**src/design/ipt_pkg.sv**
```systemverilog
// constants, mode codes and operand-fetch timing tables for the prefetch timing block
package ipt_pkg;

	localparam int unsigned ACC_CLKS_DEF  = 2;  // clocks per external access
	localparam int unsigned BUS_WIDTH     = 16; // external data path in bits
	localparam logic [3:0]  LONG_EXTRA    = 4'h2; // extra clocks per long operand
	localparam logic [3:0]  BR_MIN_ACCESS = 4'h3; // least bus cycles for a branch
	localparam logic [3:0]  BR_TAKEN_DLY  = 4'h1; // displacement arrival delay
	localparam logic [3:0]  REFILL_GAP    = 4'h2; // idle clocks at change of flow
	localparam logic [1:0]  Q_MIN         = 2'h2; // words needed to start
	localparam logic [1:0]  Q_MAX         = 2'h3; // queue capacity in words
	localparam int unsigned NUM_MODES     = 23;

	// bus access kinds
	typedef enum logic [1:0] {
		IPT_BK_NONE = 2'b00,
		IPT_BK_RD   = 2'b01,
		IPT_BK_WR   = 2'b10,
		IPT_BK_PF   = 2'b11
	} ipt_kind_e;

	// operand_address modes, in table order
	typedef enum logic [4:0] {
		IPT_M_REG = 5'h00, IPT_M_IND = 5'h01, IPT_M_PINC = 5'h02, IPT_M_PDEC = 5'h03,
		IPT_M_D16 = 5'h04, IPT_M_ABSW = 5'h05, IPT_M_ABSL = 5'h06, IPT_M_IMMB = 5'h07,
		IPT_M_IMMW = 5'h08, IPT_M_IMML = 5'h09, IPT_M_IDX8 = 5'h0a, IPT_M_MSUP = 5'h0b,
		IPT_M_MD16 = 5'h0c, IPT_M_MD32 = 5'h0d, IPT_M_MAN = 5'h0e, IPT_M_MXM = 5'h0f,
		IPT_M_MANXM = 5'h10, IPT_M_MD16AN = 5'h11, IPT_M_MD32AN = 5'h12,
		IPT_M_MD16ANX = 5'h13, IPT_M_MD32ANX = 5'h14, IPT_M_MD16SC = 5'h15,
		IPT_M_MD32SC = 5'h16
	} ipt_mode_e;

	// fetch_operand_address word-access timing per mode
	localparam logic [3:0] FEA_HEAD [NUM_MODES] = '{
		4'h0, 4'h1, 4'h1, 4'h2, 4'h1, 4'h1, 4'h1, 4'h1, 4'h1, 4'h1, 4'h4, 4'h2,
		4'h1, 4'h1, 4'h1, 4'h4, 4'h4, 4'h1, 4'h1, 4'h2, 4'h1, 4'h2, 4'h1};
	localparam logic [3:0] FEA_TAIL [NUM_MODES] = '{
		4'h0, 4'h1, 4'h1, 4'h2, 4'h3, 4'h3, 4'h5, 4'h1, 4'h1, 4'h3, 4'h2, 4'h2,
		4'h3, 4'h5, 4'h1, 4'h2, 4'h2, 4'h3, 4'h5, 4'h2, 4'h3, 4'h2, 4'h3};
	localparam logic [3:0] FEA_CYC [NUM_MODES] = '{
		4'h0, 4'h3, 4'h3, 4'h4, 4'h5, 4'h5, 4'h7, 4'h3, 4'h3, 4'h5, 4'h8, 4'h6,
		4'h7, 4'h9, 4'h5, 4'h8, 4'h8, 4'h7, 4'h9, 4'h8, 4'h9, 4'h8, 4'h9};
	localparam logic [1:0] FEA_PF [NUM_MODES] = '{
		2'h0, 2'h0, 2'h0, 2'h0, 2'h1, 2'h1, 2'h2, 2'h1, 2'h1, 2'h2, 2'h1, 2'h1,
		2'h2, 2'h3, 2'h1, 2'h1, 2'h1, 2'h2, 2'h3, 2'h2, 2'h3, 2'h2, 2'h3};
	// one bit per mode: operand read present (bit = mode index)
	localparam logic [NUM_MODES-1:0] FEA_HAS_RD  = 23'h7ffc7e;
	// one bit per mode: needs a short extension word to have aged
	localparam logic [NUM_MODES-1:0] FEA_SHORT_X = 23'h0005b0;

endpackage : ipt_pkg

```
**src/design/ipt_bus_engine.sv**
```systemverilog
// external bus access sequencer with operand priority and wait-state stretch
`timescale 1ns/100ps
`default_nettype none
module ipt_bus_engine #(
	parameter int unsigned ACC_CLKS = ipt_pkg::ACC_CLKS_DEF
) (
	input  wire logic       clk,
	input  wire logic       sys_rst,
	input  wire logic       req_rd,
	input  wire logic       req_wr,
	input  wire logic       req_pf,
	output logic            grant,
	output logic [1:0]      grant_kind,
	output logic            bus_start_q,
	output logic [1:0]      bus_kind_q,
	output logic            bus_busy_q,
	output logic            done
);
	import ipt_pkg::*;

	logic [7:0] cnt_q;

	// a new access may begin in the last clock of the current one
	wire free = !bus_busy_q || (cnt_q == 8'h01);
	assign done       = bus_busy_q && (cnt_q == 8'h01);
	assign grant      = free && (req_rd || req_wr || req_pf);
	// pending write first so the buffer drains, then reads, then prefetch
	assign grant_kind = req_wr ? IPT_BK_WR : (req_rd ? IPT_BK_RD : IPT_BK_PF);

	// each access lasts ACC_CLKS clocks, two on a no-wait bus
	always_ff @(posedge clk) begin
		if (sys_rst) begin
			cnt_q       <= 8'h00;
			bus_busy_q  <= 1'b0;
			bus_start_q <= 1'b0;
			bus_kind_q  <= IPT_BK_NONE;
		end else begin
			bus_start_q <= grant;
			if (grant) begin
				cnt_q      <= 8'(ACC_CLKS);
				bus_busy_q <= 1'b1;
				bus_kind_q <= grant_kind;
			end else if (done) begin
				cnt_q      <= 8'h00;
				bus_busy_q <= 1'b0;
				bus_kind_q <= IPT_BK_NONE;
			end else if (bus_busy_q) begin
				cnt_q <= cnt_q - 8'h01;
			end
		end
	end

endmodule : ipt_bus_engine
`default_nettype wire

```
**src/design/ipt_mode_table.sv**
```systemverilog
// operand fetch timing lookup with long-operand adjustment
`timescale 1ns/100ps
`default_nettype none
module ipt_mode_table (
	input  wire logic [4:0] mode,
	input  wire logic       is_long,
	output logic [3:0]      head,
	output logic [4:0]      tail,
	output logic [4:0]      cycles,
	output logic [1:0]      reads,
	output logic [1:0]      fetches,
	output logic            short_ext
);
	import ipt_pkg::*;

	wire        valid_mode = (mode < 5'(NUM_MODES));
	wire [4:0]  idx        = valid_mode ? mode : 5'h00;
	wire        has_rd     = FEA_HAS_RD[idx];
	wire        add_long   = has_rd & is_long;

	// table entries; unknown codes act as a register operand
	assign head      = FEA_HEAD[idx];
	assign tail      = {1'b0, FEA_TAIL[idx]} + (add_long ? {1'b0, LONG_EXTRA} : 5'h00);
	assign cycles    = {1'b0, FEA_CYC[idx]} + (add_long ? {1'b0, LONG_EXTRA} : 5'h00);
	assign reads     = has_rd ? (is_long ? 2'h2 : 2'h1) : 2'h0;
	assign fetches   = FEA_PF[idx];
	assign short_ext = FEA_SHORT_X[idx];

endmodule : ipt_mode_table
`default_nettype wire

```
**src/design/ipt_timing.sv**
```systemverilog
// instruction prefetch and execution overlap timing engine
`timescale 1ns/100ps
`default_nettype none
module ipt_timing #(
	parameter int unsigned ACC_CLKS = ipt_pkg::ACC_CLKS_DEF
) (
	input  wire logic       clk,
	input  wire logic       sys_rst,
	// instruction descriptor from the sequencer
	input  wire logic       ins_valid,
	input  wire logic [4:0] ins_mode,
	input  wire logic       ins_long,
	input  wire logic [3:0] ins_op_head,
	input  wire logic [3:0] ins_op_tail,
	input  wire logic [5:0] ins_op_cycles,
	input  wire logic [1:0] ins_op_fetches,
	input  wire logic       ins_write,
	input  wire logic       ins_ext_short,
	input  wire logic       ins_branch,
	input  wire logic       ins_taken,
	output logic            ins_ready_q,
	// per-instruction report
	output logic            ins_done_q,
	output logic [7:0]      ins_clocks_q,
	output logic [1:0]      ins_reads_q,
	output logic [2:0]      ins_fetches_q,
	output logic [1:0]      ins_writes_q,
	output logic [3:0]      ins_head_q,
	output logic [4:0]      ins_tail_q,
	// queue and bus view
	output logic [1:0]      queue_words_q,
	output logic            exec_busy_q,
	output logic            bus_start_q,
	output logic [1:0]      bus_kind_q,
	output logic            bus_busy_q
);
	import ipt_pkg::*;

	typedef enum logic [1:0] {
		IPT_S_IDLE = 2'b00,
		IPT_S_WAIT = 2'b01,
		IPT_S_EXEC = 2'b10
	} ipt_state_e;

	ipt_state_e state_q;
	ipt_state_e state_d;

	// latched descriptor
	logic [4:0] mode_q;
	logic       long_q;
	logic [3:0] op_head_q;
	logic [3:0] op_tail_q;
	logic [5:0] op_cyc_q;
	logic [1:0] op_pf_q;
	logic       write_q;
	logic       ext_q;
	logic       branch_q;
	logic       taken_q;

	// run-time state
	logic [8:0] cnt_q;
	logic [7:0] clocks_q;
	logic [1:0] rd_left_q;
	logic [2:0] pf_left_q;
	logic [1:0] wr_left_q;
	logic [4:0] prev_tail_q;
	logic       br_inhibit_q;
	logic       flushed_q;
	logic       ext_aged_q;

	// operand_address timing of the latched mode
	logic [3:0] ea_head;
	logic [4:0] ea_tail;
	logic [4:0] ea_cyc;
	logic [1:0] ea_rd;
	logic [1:0] ea_pf;
	logic       ea_short;

	ipt_mode_table u_table (
		.mode      (mode_q),
		.is_long   (long_q),
		.head      (ea_head),
		.tail      (ea_tail),
		.cycles    (ea_cyc),
		.reads     (ea_rd),
		.fetches   (ea_pf),
		.short_ext (ea_short)
	);

	// bus requests and grants
	logic       grant;
	logic [1:0] grant_kind;
	logic       bus_done;

	wire pf_inflight = bus_busy_q && (bus_kind_q == IPT_BK_PF);
	wire pf_done     = bus_done && (bus_kind_q == IPT_BK_PF);
	wire [2:0] q_fill = {1'b0, queue_words_q} + {2'b00, pf_inflight};
	wire room        = (q_fill < {1'b0, Q_MAX});
	wire req_rd      = (state_q == IPT_S_EXEC) && (rd_left_q != 2'h0);
	wire req_wr      = (wr_left_q != 2'h0);
	// own fetches run from the start of address calculation
	wire req_own     = (state_q == IPT_S_EXEC) && (pf_left_q != 3'h0);
	// spare slots top the queue up, except along a branch's old path
	wire req_extra   = room && !br_inhibit_q;
	wire req_pf      = (req_own || req_extra) && room;
	wire g_rd        = grant && (grant_kind == IPT_BK_RD);
	wire g_wr        = grant && (grant_kind == IPT_BK_WR);
	wire g_pf        = grant && (grant_kind == IPT_BK_PF);

	ipt_bus_engine #(
		.ACC_CLKS (ACC_CLKS)
	) u_bus (
		.clk         (clk),
		.sys_rst     (sys_rst),
		.req_rd      (req_rd),
		.req_wr      (req_wr),
		.req_pf      (req_pf),
		.grant       (grant),
		.grant_kind  (grant_kind),
		.bus_start_q (bus_start_q),
		.bus_kind_q  (bus_kind_q),
		.bus_busy_q  (bus_busy_q),
		.done        (bus_done)
	);

	// start condition: enough words, extension word aged one cycle
	wire need_ext  = (ea_short || ext_q);
	wire can_start = (queue_words_q >= Q_MIN) && (!need_ext || ext_aged_q);

	// overlap between the prior write and this head, and inside the instruction
	wire [4:0] head5     = {1'b0, ea_head};
	wire [4:0] ophead5   = {1'b0, op_head_q};
	wire [4:0] save_prev = (prev_tail_q < head5) ? prev_tail_q : head5;
	// a zero operation head takes none of the read time in the tail
	wire [4:0] save_ea   = (ea_tail < ophead5) ? ea_tail : ophead5;
	wire [2:0] n_acc     = {1'b0, ea_rd} + {1'b0, ea_pf};
	wire [8:0] stretch   = 9'(n_acc) * 9'(ACC_CLKS - 2);
	wire [8:0] base_cnt  = 9'(ea_cyc) + 9'(op_cyc_q) + stretch
	                     - 9'(save_ea) - 9'(save_prev);
	wire [8:0] br_min    = 9'(BR_MIN_ACCESS) * 9'(ACC_CLKS);
	wire [8:0] br_cnt    = ((base_cnt < br_min) ? br_min : base_cnt)
	                     + (taken_q ? 9'(BR_TAKEN_DLY) : 9'h000);
	wire [8:0] load_raw  = branch_q ? br_cnt : base_cnt;
	wire [8:0] load_cnt  = (load_raw == 9'h000) ? 9'h001 : load_raw;

	// opword and extension words leave at start, at least the fetches back but never more than the queue holds
	wire [2:0] own_w     = {1'b0, ea_pf} + {1'b0, op_pf_q};
	wire [2:0] need_w    = (own_w > (3'h1 + {1'b0, ea_pf})) ? own_w : (3'h1 + {1'b0, ea_pf});
	wire [2:0] consume   = (need_w > {1'b0, queue_words_q}) ? {1'b0, queue_words_q} : need_w;
	wire       start     = (state_q == IPT_S_WAIT) && can_start && (rd_left_q == 2'h0);
	// old path words are dropped as the refill gap opens
	wire       flush_now = (state_q == IPT_S_EXEC) && branch_q && taken_q && !flushed_q
	                     && (cnt_q <= 9'(REFILL_GAP));
	// the end waits for own fetches and reads and, for a writing instruction, a free write buffer
	wire       end_ok    = (state_q == IPT_S_EXEC) && (cnt_q <= 9'h001) && (rd_left_q == 2'h0)
	                     && (pf_left_q == 3'h0) && !(write_q && req_wr);
	wire [2:0] q_after   = {1'b0, queue_words_q} - (start ? consume : 3'h0)
	                     + {2'b00, pf_done};
	wire [1:0] q_next    = flush_now ? 2'h0 : ((q_after > 3'(Q_MAX)) ? Q_MAX : q_after[1:0]);

	// state sequencing
	always_comb begin
		state_d = state_q;
		case (state_q)
			IPT_S_IDLE: begin
				if (ins_valid) begin
					state_d = IPT_S_WAIT;
				end
			end
			IPT_S_WAIT: begin
				if (start) begin
					state_d = IPT_S_EXEC;
				end
			end
			IPT_S_EXEC: begin
				if (end_ok) begin
					state_d = IPT_S_IDLE;
				end
			end
			default: state_d = IPT_S_IDLE;
		endcase
	end

	// descriptor capture when the sequencer offers an instruction
	always_ff @(posedge clk) begin
		if (sys_rst) begin
			{mode_q, long_q, op_head_q, op_tail_q, op_cyc_q} <= '0;
			{op_pf_q, write_q, ext_q, branch_q, taken_q}    <= '0;
		end else if (ins_ready_q && ins_valid) begin
			mode_q    <= ins_mode;
			long_q    <= ins_long;
			op_head_q <= ins_op_head;
			op_tail_q <= ins_op_tail;
			op_cyc_q  <= ins_op_cycles;
			op_pf_q   <= ins_op_fetches;
			write_q   <= ins_write;
			ext_q     <= ins_ext_short;
			branch_q  <= ins_branch;
			taken_q   <= ins_taken && ins_branch;
		end
	end

	// state, queue level and extension aging
	always_ff @(posedge clk) begin
		if (sys_rst) begin
			state_q       <= IPT_S_IDLE;
			ins_ready_q   <= 1'b1;
			exec_busy_q   <= 1'b0;
			queue_words_q <= Q_MIN;
			ext_aged_q    <= 1'b0;
		end else begin
			state_q       <= state_d;
			ins_ready_q   <= (state_d == IPT_S_IDLE);
			exec_busy_q   <= (state_d == IPT_S_EXEC);
			queue_words_q <= q_next;
			ext_aged_q    <= (queue_words_q >= Q_MIN) && !flush_now;
		end
	end

	// execution clock count and outstanding operand and fetch work
	always_ff @(posedge clk) begin
		if (sys_rst) begin
			cnt_q     <= 9'h000;
			clocks_q  <= 8'h00;
			rd_left_q <= 2'h0;
			pf_left_q <= 3'h0;
		end else if (start) begin
			cnt_q     <= load_cnt;
			clocks_q  <= 8'h01;
			rd_left_q <= ea_rd;
			pf_left_q <= {1'b0, ea_pf} + {1'b0, op_pf_q};
		end else begin
			if (state_q == IPT_S_EXEC) begin
				cnt_q    <= (cnt_q > 9'h001) ? cnt_q - 9'h001 : cnt_q;
				clocks_q <= clocks_q + 8'h01;
			end
			if (g_rd) begin
				rd_left_q <= rd_left_q - 2'h1;
			end
			if (g_pf && (pf_left_q != 3'h0)) begin
				pf_left_q <= pf_left_q - 3'h1;
			end
		end
	end

	// branch path control: no sequential prefetch until the flush, or until the end of an untaken branch
	always_ff @(posedge clk) begin
		if (sys_rst) begin
			br_inhibit_q <= 1'b0;
			flushed_q    <= 1'b0;
		end else if (start) begin
			br_inhibit_q <= branch_q;
			flushed_q    <= 1'b0;
		end else if (flush_now) begin
			br_inhibit_q <= 1'b0;
			flushed_q    <= 1'b1;
		end else if (end_ok) begin
			br_inhibit_q <= 1'b0;
		end
	end

	// write pending buffer: queued at the end, drains under the next head
	always_ff @(posedge clk) begin
		if (sys_rst) begin
			wr_left_q   <= 2'h0;
			prev_tail_q <= 5'h00;
		end else if (end_ok && write_q) begin
			wr_left_q   <= long_q ? 2'h2 : 2'h1;
			prev_tail_q <= {1'b0, op_tail_q} + (long_q ? {1'b0, LONG_EXTRA} : 5'h00);
		end else begin
			if (g_wr) begin
				wr_left_q <= wr_left_q - 2'h1;
			end
			if (start) begin
				prev_tail_q <= 5'h00;
			end
		end
	end

	// per-instruction report on completion
	always_ff @(posedge clk) begin
		if (sys_rst) begin
			ins_done_q    <= 1'b0;
			ins_clocks_q  <= 8'h00;
			ins_reads_q   <= 2'h0;
			ins_fetches_q <= 3'h0;
			ins_writes_q  <= 2'h0;
			ins_head_q    <= 4'h0;
			ins_tail_q    <= 5'h00;
		end else begin
			ins_done_q <= end_ok;
			if (end_ok) begin
				ins_clocks_q  <= clocks_q;
				ins_reads_q   <= ea_rd;
				ins_fetches_q <= {1'b0, ea_pf} + {1'b0, op_pf_q};
				ins_writes_q  <= write_q ? (long_q ? 2'h2 : 2'h1) : 2'h0;
				ins_head_q    <= ea_head;
				ins_tail_q    <= write_q ? {1'b0, op_tail_q} : 5'h00;
			end
		end
	end

endmodule : ipt_timing
`default_nettype wire

```
**config.mk**
```make
export PLATFORM = sky130hd
export DESIGN_NAME = ipt_timing
export DESIGN_NICKNAME = d
export VERILOG_FILES = /design/src/design/ipt_pkg.sv /design/src/design/ipt_bus_engine.sv /design/src/design/ipt_mode_table.sv /design/src/design/ipt_timing.sv
export SDC_FILE = /design/constraint.sdc
export NUM_CORES = 1
export LEC_CHECK = 0
export BUFFER_PORTS_ARGS = -buffer_cell sky130_fd_sc_hd__buf_2
export CAP_MARGIN = 20
export CELL_PAD_IN_SITES_DETAIL_PLACEMENT = 0
export CELL_PAD_IN_SITES_GLOBAL_PLACEMENT = 1
export CORE_ASPECT_RATIO = 1.1
export CORE_MARGIN = 2
export CORE_UTILIZATION = 44
export DETAILED_ROUTE_END_ITERATION = 10
export GPL_ROUTABILITY_DRIVEN = 0
export HOLD_SLACK_MARGIN = 0.12
export PLACE_DENSITY = 0.89
export SYNTH_ARGS = -nofsm -noshare
export SYNTH_HDL_FRONTEND = slang
export SYNTH_SLANG_ARGS = --single-unit
```
**constraint.sdc**
```tcl
create_clock -name clk -period 9.5 [get_ports clk]
set_input_delay 1.9 -clock clk [delete_from_list [all_inputs] [get_ports clk]]
set_output_delay 1.9 -clock clk [all_outputs]
set_load 0.02 [all_outputs]
```
# Word-level counts from Yosys, hierarchy flattened
# Memory sizes are Yosys's and may differ from the RTL's.
# Index checks and enable logic that the tools add are counted.
totals:
  regBits: 101
  romBits: 512
  out_inout_bits: 33
  word_cells: 203
  memories: 6
memory_table:
  columns: ["name", "words", "width", "read_ports", "rd_clocked_by_memory_dff", "wr", "line", "text"]
  rows:
  - ["(no name shown)", 32, 4, 1, 0, 0, "ipt_mode_table.sv:22", "assign head = FEA_HEAD[idx];"]
  - ["(no name shown)", 32, 4, 1, 0, 0, "ipt_mode_table.sv:23", "assign tail = {1'b0, FEA_TAIL[idx]} + (add_long ? {1'b0, LONG_EXTRA} : 5'h00);"]
  - ["(no name shown)", 32, 4, 1, 0, 0, "ipt_mode_table.sv:24", "assign cycles = {1'b0, FEA_CYC[idx]} + (add_long ? {1'b0, LONG_EXTRA} : 5'h00);"]
  - ["(no name shown)", 32, 2, 1, 0, 0, "ipt_mode_table.sv:26", "assign fetches = FEA_PF[idx];"]
  - ["(no name shown)", 32, 1, 1, 0, 0, "ipt_mode_table.sv:27", "assign short_ext = FEA_SHORT_X[idx];"]
  - ["(no name shown)", 32, 1, 1, 0, 0, "ipt_mode_table.sv:18", "wire has_rd = FEA_HAS_RD[idx];"]
op_classes:
  addsub: 18
  magnitude_cmp: 14
  eq_ne: 8
  n_mux: 57
  bitwise_logic: 2
  reduce_logical: 61
ops:
  columns: ["cell", "n"]
  rows:
  - ["9-bit 2-to-1 mux", 6]
  - ["2-bit 2-to-1 mux", 23]
  - ["1-bit logical AND", 28]
  - ["4-bit 2-to-1 mux", 7]
  - ["5-bit 2-to-1 mux", 5]
  - ["2-bit nonzero test", 9]
  - ["3-bit 2-to-1 mux", 5]
  - ["4-bit by 5-bit adder with 5-bit output", 2]
  - ["2-bit == test, second input constant", 5]
  - ["5-bit by 4-bit < comparator with 1-bit output", 2]
  - ["1-bit 2-to-1 mux", 10]
  - ["9-bit by 1-bit adder with 9-bit output", 1]
  - ["9-bit by 1-bit greater-than comparator with 1-bit output, second input constant", 1]
  - ["9-bit by 1-bit <= comparator with 1-bit output, second input constant", 1]
  - ["9-bit by 2-bit <= comparator with 1-bit output, second input constant", 1]
  - ["9-bit zero test", 1]
  - ["9-bit by 3-bit < comparator with 1-bit output, second input constant", 1]
  - ["3-bit nonzero test", 3]
  - ["8-bit by 6-bit subtractor with 9-bit output", 1]
  - ["9-bit by 1-bit subtractor with 9-bit output, second input constant", 1]
  - ["8-bit by 1-bit adder with 8-bit output, second input constant", 1]
  - ["8-bit by 1-bit == test with 1-bit output, second input constant", 1]
  - ["7-bit by 5-bit subtractor with 8-bit output", 1]
  - ["8-bit by 1-bit subtractor with 8-bit output, second input constant", 1]
  - ["28 further kinds", 43]

# Logic depth before layout (Yosys ltp)
logic_depth:
  depth_word: 18
  mapped_depth: 40
  depth_no_buf: 39

# Hierarchy
# From an unflattened synthesis, not the netlist that was laid out.
unflattened:
  hier_cells: 786
  area_unflattened_um2: 6436.2
by_module_without_submodules:
  columns: ["mod", "n_inst", "cells_per_inst", "area_each_um2", "seq_area_each_um2"]
  rows:
  - ["ipt_timing", 1, 626, 5165.0, 1761.7]
  - ["ipt_mode_table", 1, 91, 644.4, 0.0]
  - ["ipt_bus_engine", 1, 69, 626.9, 240.2]

# Worst setup path after synthesis
# OpenSTA, ideal clock, no wires.
synth_timing:
  path_kind: "reg2reg"
  startpoint: "register mode_q[3]"
  endpoint: "register cnt_q[0]"
  arrival_time_ps: 7612
  path_slack_ps: 1829
  stages_incl_launch_ff: 36
  path_buffers: 1
  period_less_slack_ps: 7671
  path_cell_list: "dfxtp_1 > clkbuf_1 > a21oi_1 > o21ai_0 > inv_1 > ha_1 > a21oi_1 > a21oi_1 > nor2b_1 > ha_1 > ha_1 > a21boi_0 > o21ai_0 > nand2b_1 > a21oi_1 > mux2i_1 > fa_1 > inv_1 > fa_1 > nand2b_1 > a21o_1 > a21boi_0 > ha_1 > nor2_1 > a21o_1 > o31ai_1 > and2_1 > nor2_1 > ha_1 > ha_1 > nand2_1 > o21ai_0 > or4_1 > or3_1 > a211oi_1 > a31o_1"
synth_via:
  elab_chain_cells: 18
  word_cells_on_any_way: 43
  classes_between: "add/sub: 6; order compare: 4; mux: 16; bitwise: 2; reduce/logical: 10; memory: 5"
synth_rtl:
  columns: ["item", "line", "text"]
  rows:
  - ["start, declared", "ipt_timing.sv:49", "logic [4:0] mode_q;"]
  - ["start signal, assigned", "ipt_timing.sv:190", "mode_q <= ins_mode;"]
  - ["5-bit < comparator", "ipt_mode_table.sv:16", "wire valid_mode = (mode < 5'(NUM_MODES));"]
  - ["5-bit 2-to-1 mux *", "ipt_mode_table.sv:17", "wire [4:0] idx = valid_mode ? mode : 5'h00;"]
  - ["memory 32 x 1 bit or 5-bit inverter with 6-bit output (tied branches)", null, null]
  - ["1-bit 2-to-1 mux (implied by the code) or memory 32 x 4 bit (tied branches)", null, null]
  - ["1-bit AND or 4-bit 2-to-1 mux (tied branches)", "ipt_mode_table.sv:19, ipt_mode_table.sv:23", null]
  - ["2-bit 2-to-1 mux or 4-bit 2-to-1 mux (tied branches)", "ipt_mode_table.sv:23, ipt_mode_table.sv:24", null]
  - ["4-bit by 5-bit adder with 5-bit output", "ipt_mode_table.sv:23", null]
  - ["5-bit by 4-bit < comparator with 1-bit output", "ipt_timing.sv:135", "wire [4:0] save_ea = (ea_tail < ophead5) ? ea_tail : ophead5;"]
  - ["[... 2 more ...]", null, null]
  - ["8-bit by 6-bit subtractor with 9-bit output", "ipt_timing.sv:139", "- 9'(save_ea) - 9'(save_prev);"]
  - ["9-bit by 3-bit < comparator with 1-bit output", "ipt_timing.sv:141", "wire [8:0] br_cnt = ((base_cnt < br_min) ? br_min : base_cnt)"]
  - ["9-bit 2-to-1 mux", "ipt_timing.sv:141", null]
  - ["9-bit by 1-bit adder with 9-bit output", "ipt_timing.sv:142", "+ (taken_q ? 9'(BR_TAKEN_DLY) : 9'h000);"]
  - ["9-bit 2-to-1 mux", "ipt_timing.sv:143", "wire [8:0] load_raw = branch_q ? br_cnt : base_cnt;"]
  - ["9-bit zero test", "ipt_timing.sv:144", "wire [8:0] load_cnt = (load_raw == 9'h000) ? 9'h001 : load_raw;"]
  - ["9-bit 2-to-1 mux", "ipt_timing.sv:144", null]
  - ["9-bit 2-to-1 mux", "ipt_timing.sv:227", "end else if (start) begin"]
  - ["end signal, assigned", "ipt_timing.sv:228", "cnt_q <= load_cnt;"]
  - ["end signal, assigned", "ipt_timing.sv:234", "cnt_q <= (cnt_q > 9'h001) ? cnt_q - 9'h001 : cnt_q;"]
  - ["end, declared", "ipt_timing.sv:61", "logic [8:0] cnt_q;"]
# Every way passes the cells marked *; elsewhere a longest branch is shown, timed or not. The select of a mux whose other input is x is not followed.
# A chain may end at the register's enable or synchronous reset.

# Worst setup path after layout
# Same ends and word-level chain as after synthesis.

==> impl_results.md <==
- Status: finished, final reports clean
- Synthesized cell area: 6140 um^2
- Routed len/inst: 13.8 um
- WP buf/inv: 2
- Pin count of the biggest net entering global routing: 84
- H-tree depth: 3
- Skew final: 0.00858 ns
- Top-area cell type share of the netlist area: 32.3%
- CP peak stage delay: 0.64 ns
- Vias in the first global route: 4,981
- Register area share after synthesis: 32.3%
- Root Driver: clkbuf_16
- Max clock buf depth: 2
- Final Slew Violations: 0
- Final hold viol count: 0
- Ys async rst share: 0%
- Num rows: 45
- Syn avg cell area: 7.79 um^2
- Worst setup EP type: flop
- GRT Total Usage: 19.8%
- Initial core utilization: 44.7%
- Startpoint types: flop
- Die Ht: 128 um
- Synth Instances: 789
- Main synth FF type: dfxtp_1
- HPWL Detailed: 10.4 mm
- Post-CTS setup buffer count: 0
- Worst-margin pin slew: 1.04 ns
- Initial antenna violation count: 0
- Final Hold Slack: 0.450 ns
- Die area: 14,900 um^2
- Worst skew pair latency: 0.35 ns
- CTS tree: yes
- CTS Sinks: 99
- Core area: 13,700 um^2
- Drt pass-1 iters: 5
- Worst Path Required: 9.80 ns
- Vias per cell: 5.21
- Netlist cell types: 63
- Number of port buffers: 59
- # DRC: 0
- Seq cells post-synth: 99
- Crit path kind: reg2reg
- Hold Crit Class: reg2reg
- Top post-synthesis cells by count: nand2_1, dfxtp_1, a21oi_1
- Area grow syn2layout: 11.6%
- Wire length of the first global-routing pass: 23.6 mm
- Ant. Diodes: 0
- Slowest CP cell: dfxtp_1
- Via count: 5,316
- RSZ-0062 raised after global routing: no
- Maxcap violations: 0
- CTS resizes: 0
- Hold Buf Count CTS: 0
- Clock-pin slew on the worst setup and hold paths: 0.07 ns
- Maximum vdd ir drop: 374 uV
- Detail Route Antenna Nets: 0
- DRT iter0 DRCs: 258
- IO Pins: 62
- Grt ovf: 0
- Cell Pwr Density: 382 nW/um^2
- Worst EP arrival: 8.66 ns
- Final setup fails: 0
- Crit path time final: 8.36 ns
- Most frequent cell after synthesis: nand2_1
- Max Clk Rate: 120 MHz
- Die width: 117 um
- Share of layout cells above drive strength 1: 11.4%
- Setup TNS: 0 ns
- Synth warnings: 0
- Slew Limit Headroom: 30.4%
- Leak: 2.83 nW
- Max FO, Critical Path: 17
- Crit share post-route: 88.0%
- DP Worst Slack: 1.14 ns
- Family with the most delay on the worst path: compound AO/OA/AOI/OAI gates
- Layout net count: 919
- Post-synth top area cell: dfxtp_1
- Largest cells by area after synthesis: dfxtp_1, ha_1, nand2_1
- Number of flops mapped to enable cells by yosys: 0
- TritonCTS Buffers: 9
- Setup slack after layout: 1.14 ns
- Routed Wire Length: 14.1 mm
- CP dominant cell by count: ha_1
==> worst min-delay path, stage by stage (launching register included) <==
cell and delay, ns:
dfxtp_1 0.31, nand2_1 0.05, a21oi_1 0.05
==> per-stage QoR <==
step	instance area, um^2	util, %	cells	power [mW]
after global routing	6850	49.9	1020	2.88
after CTS	6850	49.9	1020	2.63
after global placement	6560	47.7	1004	2.24
after floorplan	6150	-	791	1.93
after detailed placement	6560	47.7	1004	2.26
final	6850	49.9	1020	2.62
==> sequential cells by signal, summed over array words and instances, names as in the netlist, 2 cells and up <==
| name | flops |
|---|---|
| ins_writes_q | 2 |
| ins_head_q | 3 |
| ins_fetches_q | 3 |
| op_pf_q | 2 |
| queue_words_q | 2 |
| pf_left_q | 3 |
| state_q | 2 |
| rd_left_q | 2 |
| u_bus.cnt_q | 8 |
| ins_reads_q | 2 |
| clocks_q | 8 |
| u_bus.bus_kind_q | 2 |
| op_head_q | 4 |
| ins_tail_q | 4 |
| op_tail_q | 4 |
| op_cyc_q | 6 |
| mode_q | 5 |
| wr_left_q | 2 |
| cnt_q | 9 |
| ins_clocks_q | 8 |
| prev_tail_q | 5 |
==> where the power goes <==
group	switching (mW)	leakage (nW)	internal (mW)
Combinational	1.01	1.88	0.673
Clock	0.180	0.145	0.185
Sequential	0.0782	0.808	0.493
==> cell families after synthesis <==
group	share of synthesized area [%]
AOI/OAI and AO/OA	19.0
other	0.122
adders and majority gates	13.7
muxes	1.34
DFF	32.3
xor gates and xnor gates	5.68
and+or+nand+nor	22.5
buffers and inverters	5.38
==> cell type report <==
class                   instances  area, um^2
inverters                      47         176
well taps                     188         235
multi-input cells             607        3840
clock buffers                   9         225
fillers                      1391        6880
repair buffers                 63         325
clock inverters                 7        71.3
flip-flops and latches         99        1980
==> cells in the final DEF, fill, tap and decap left out, types with 14 or more instances in the layout <==
master	Yosys	routed
ha_1	56	56
xnor2_1	23	23
dfxtp_1	99	99
nand3_1	23	23
inv_1	47	47
xor2_1	15	15
nand2_1	130	130
buf_2	3	59
nand2b_1	14	14
o21ai_0	23	23
a21oi_1	92	92
a211oi_1	22	22
nor2_1	71	71
==> metal layers <==
metal / GRT usage, % / routed length, um / share of wire, % / vias to the layer above
li1: - / - / - / 2773
met1: 26.6 / 6850 / 49 / 2451
met2: 32.5 / 6500 / 46 / 75
met3: 2.65 / 439 / 3.1 / 17
met4: 6.99 / 271 / 1.9 / 0
met5: 0 / 0 / 0 / -
==> worst paths after layout <==
| path | start | endpoint | slack (ns) | depth (start not counted) |
|---|---|---|---|---|
| worst max-delay path | mode_q[3]$_SDFFE_PP0P_ | cnt_q[0]$_SDFFE_PP0P_ | 1.14 | 34 |
| worst min-delay path | ins_tail_q[0]$_SDFFE_PP0P_ | ins_tail_q[0]$_SDFFE_PP0P_ | 0.45 | 2 |
| worst max register to register | mode_q[3]$_SDFFE_PP0P_ | cnt_q[0]$_SDFFE_PP0P_ | 1.14 | 34 |
| worst min register to register | ins_tail_q[0]$_SDFFE_PP0P_ | ins_tail_q[0]$_SDFFE_PP0P_ | 0.45 | 2 |
Power figures use the tool's default switching activity.
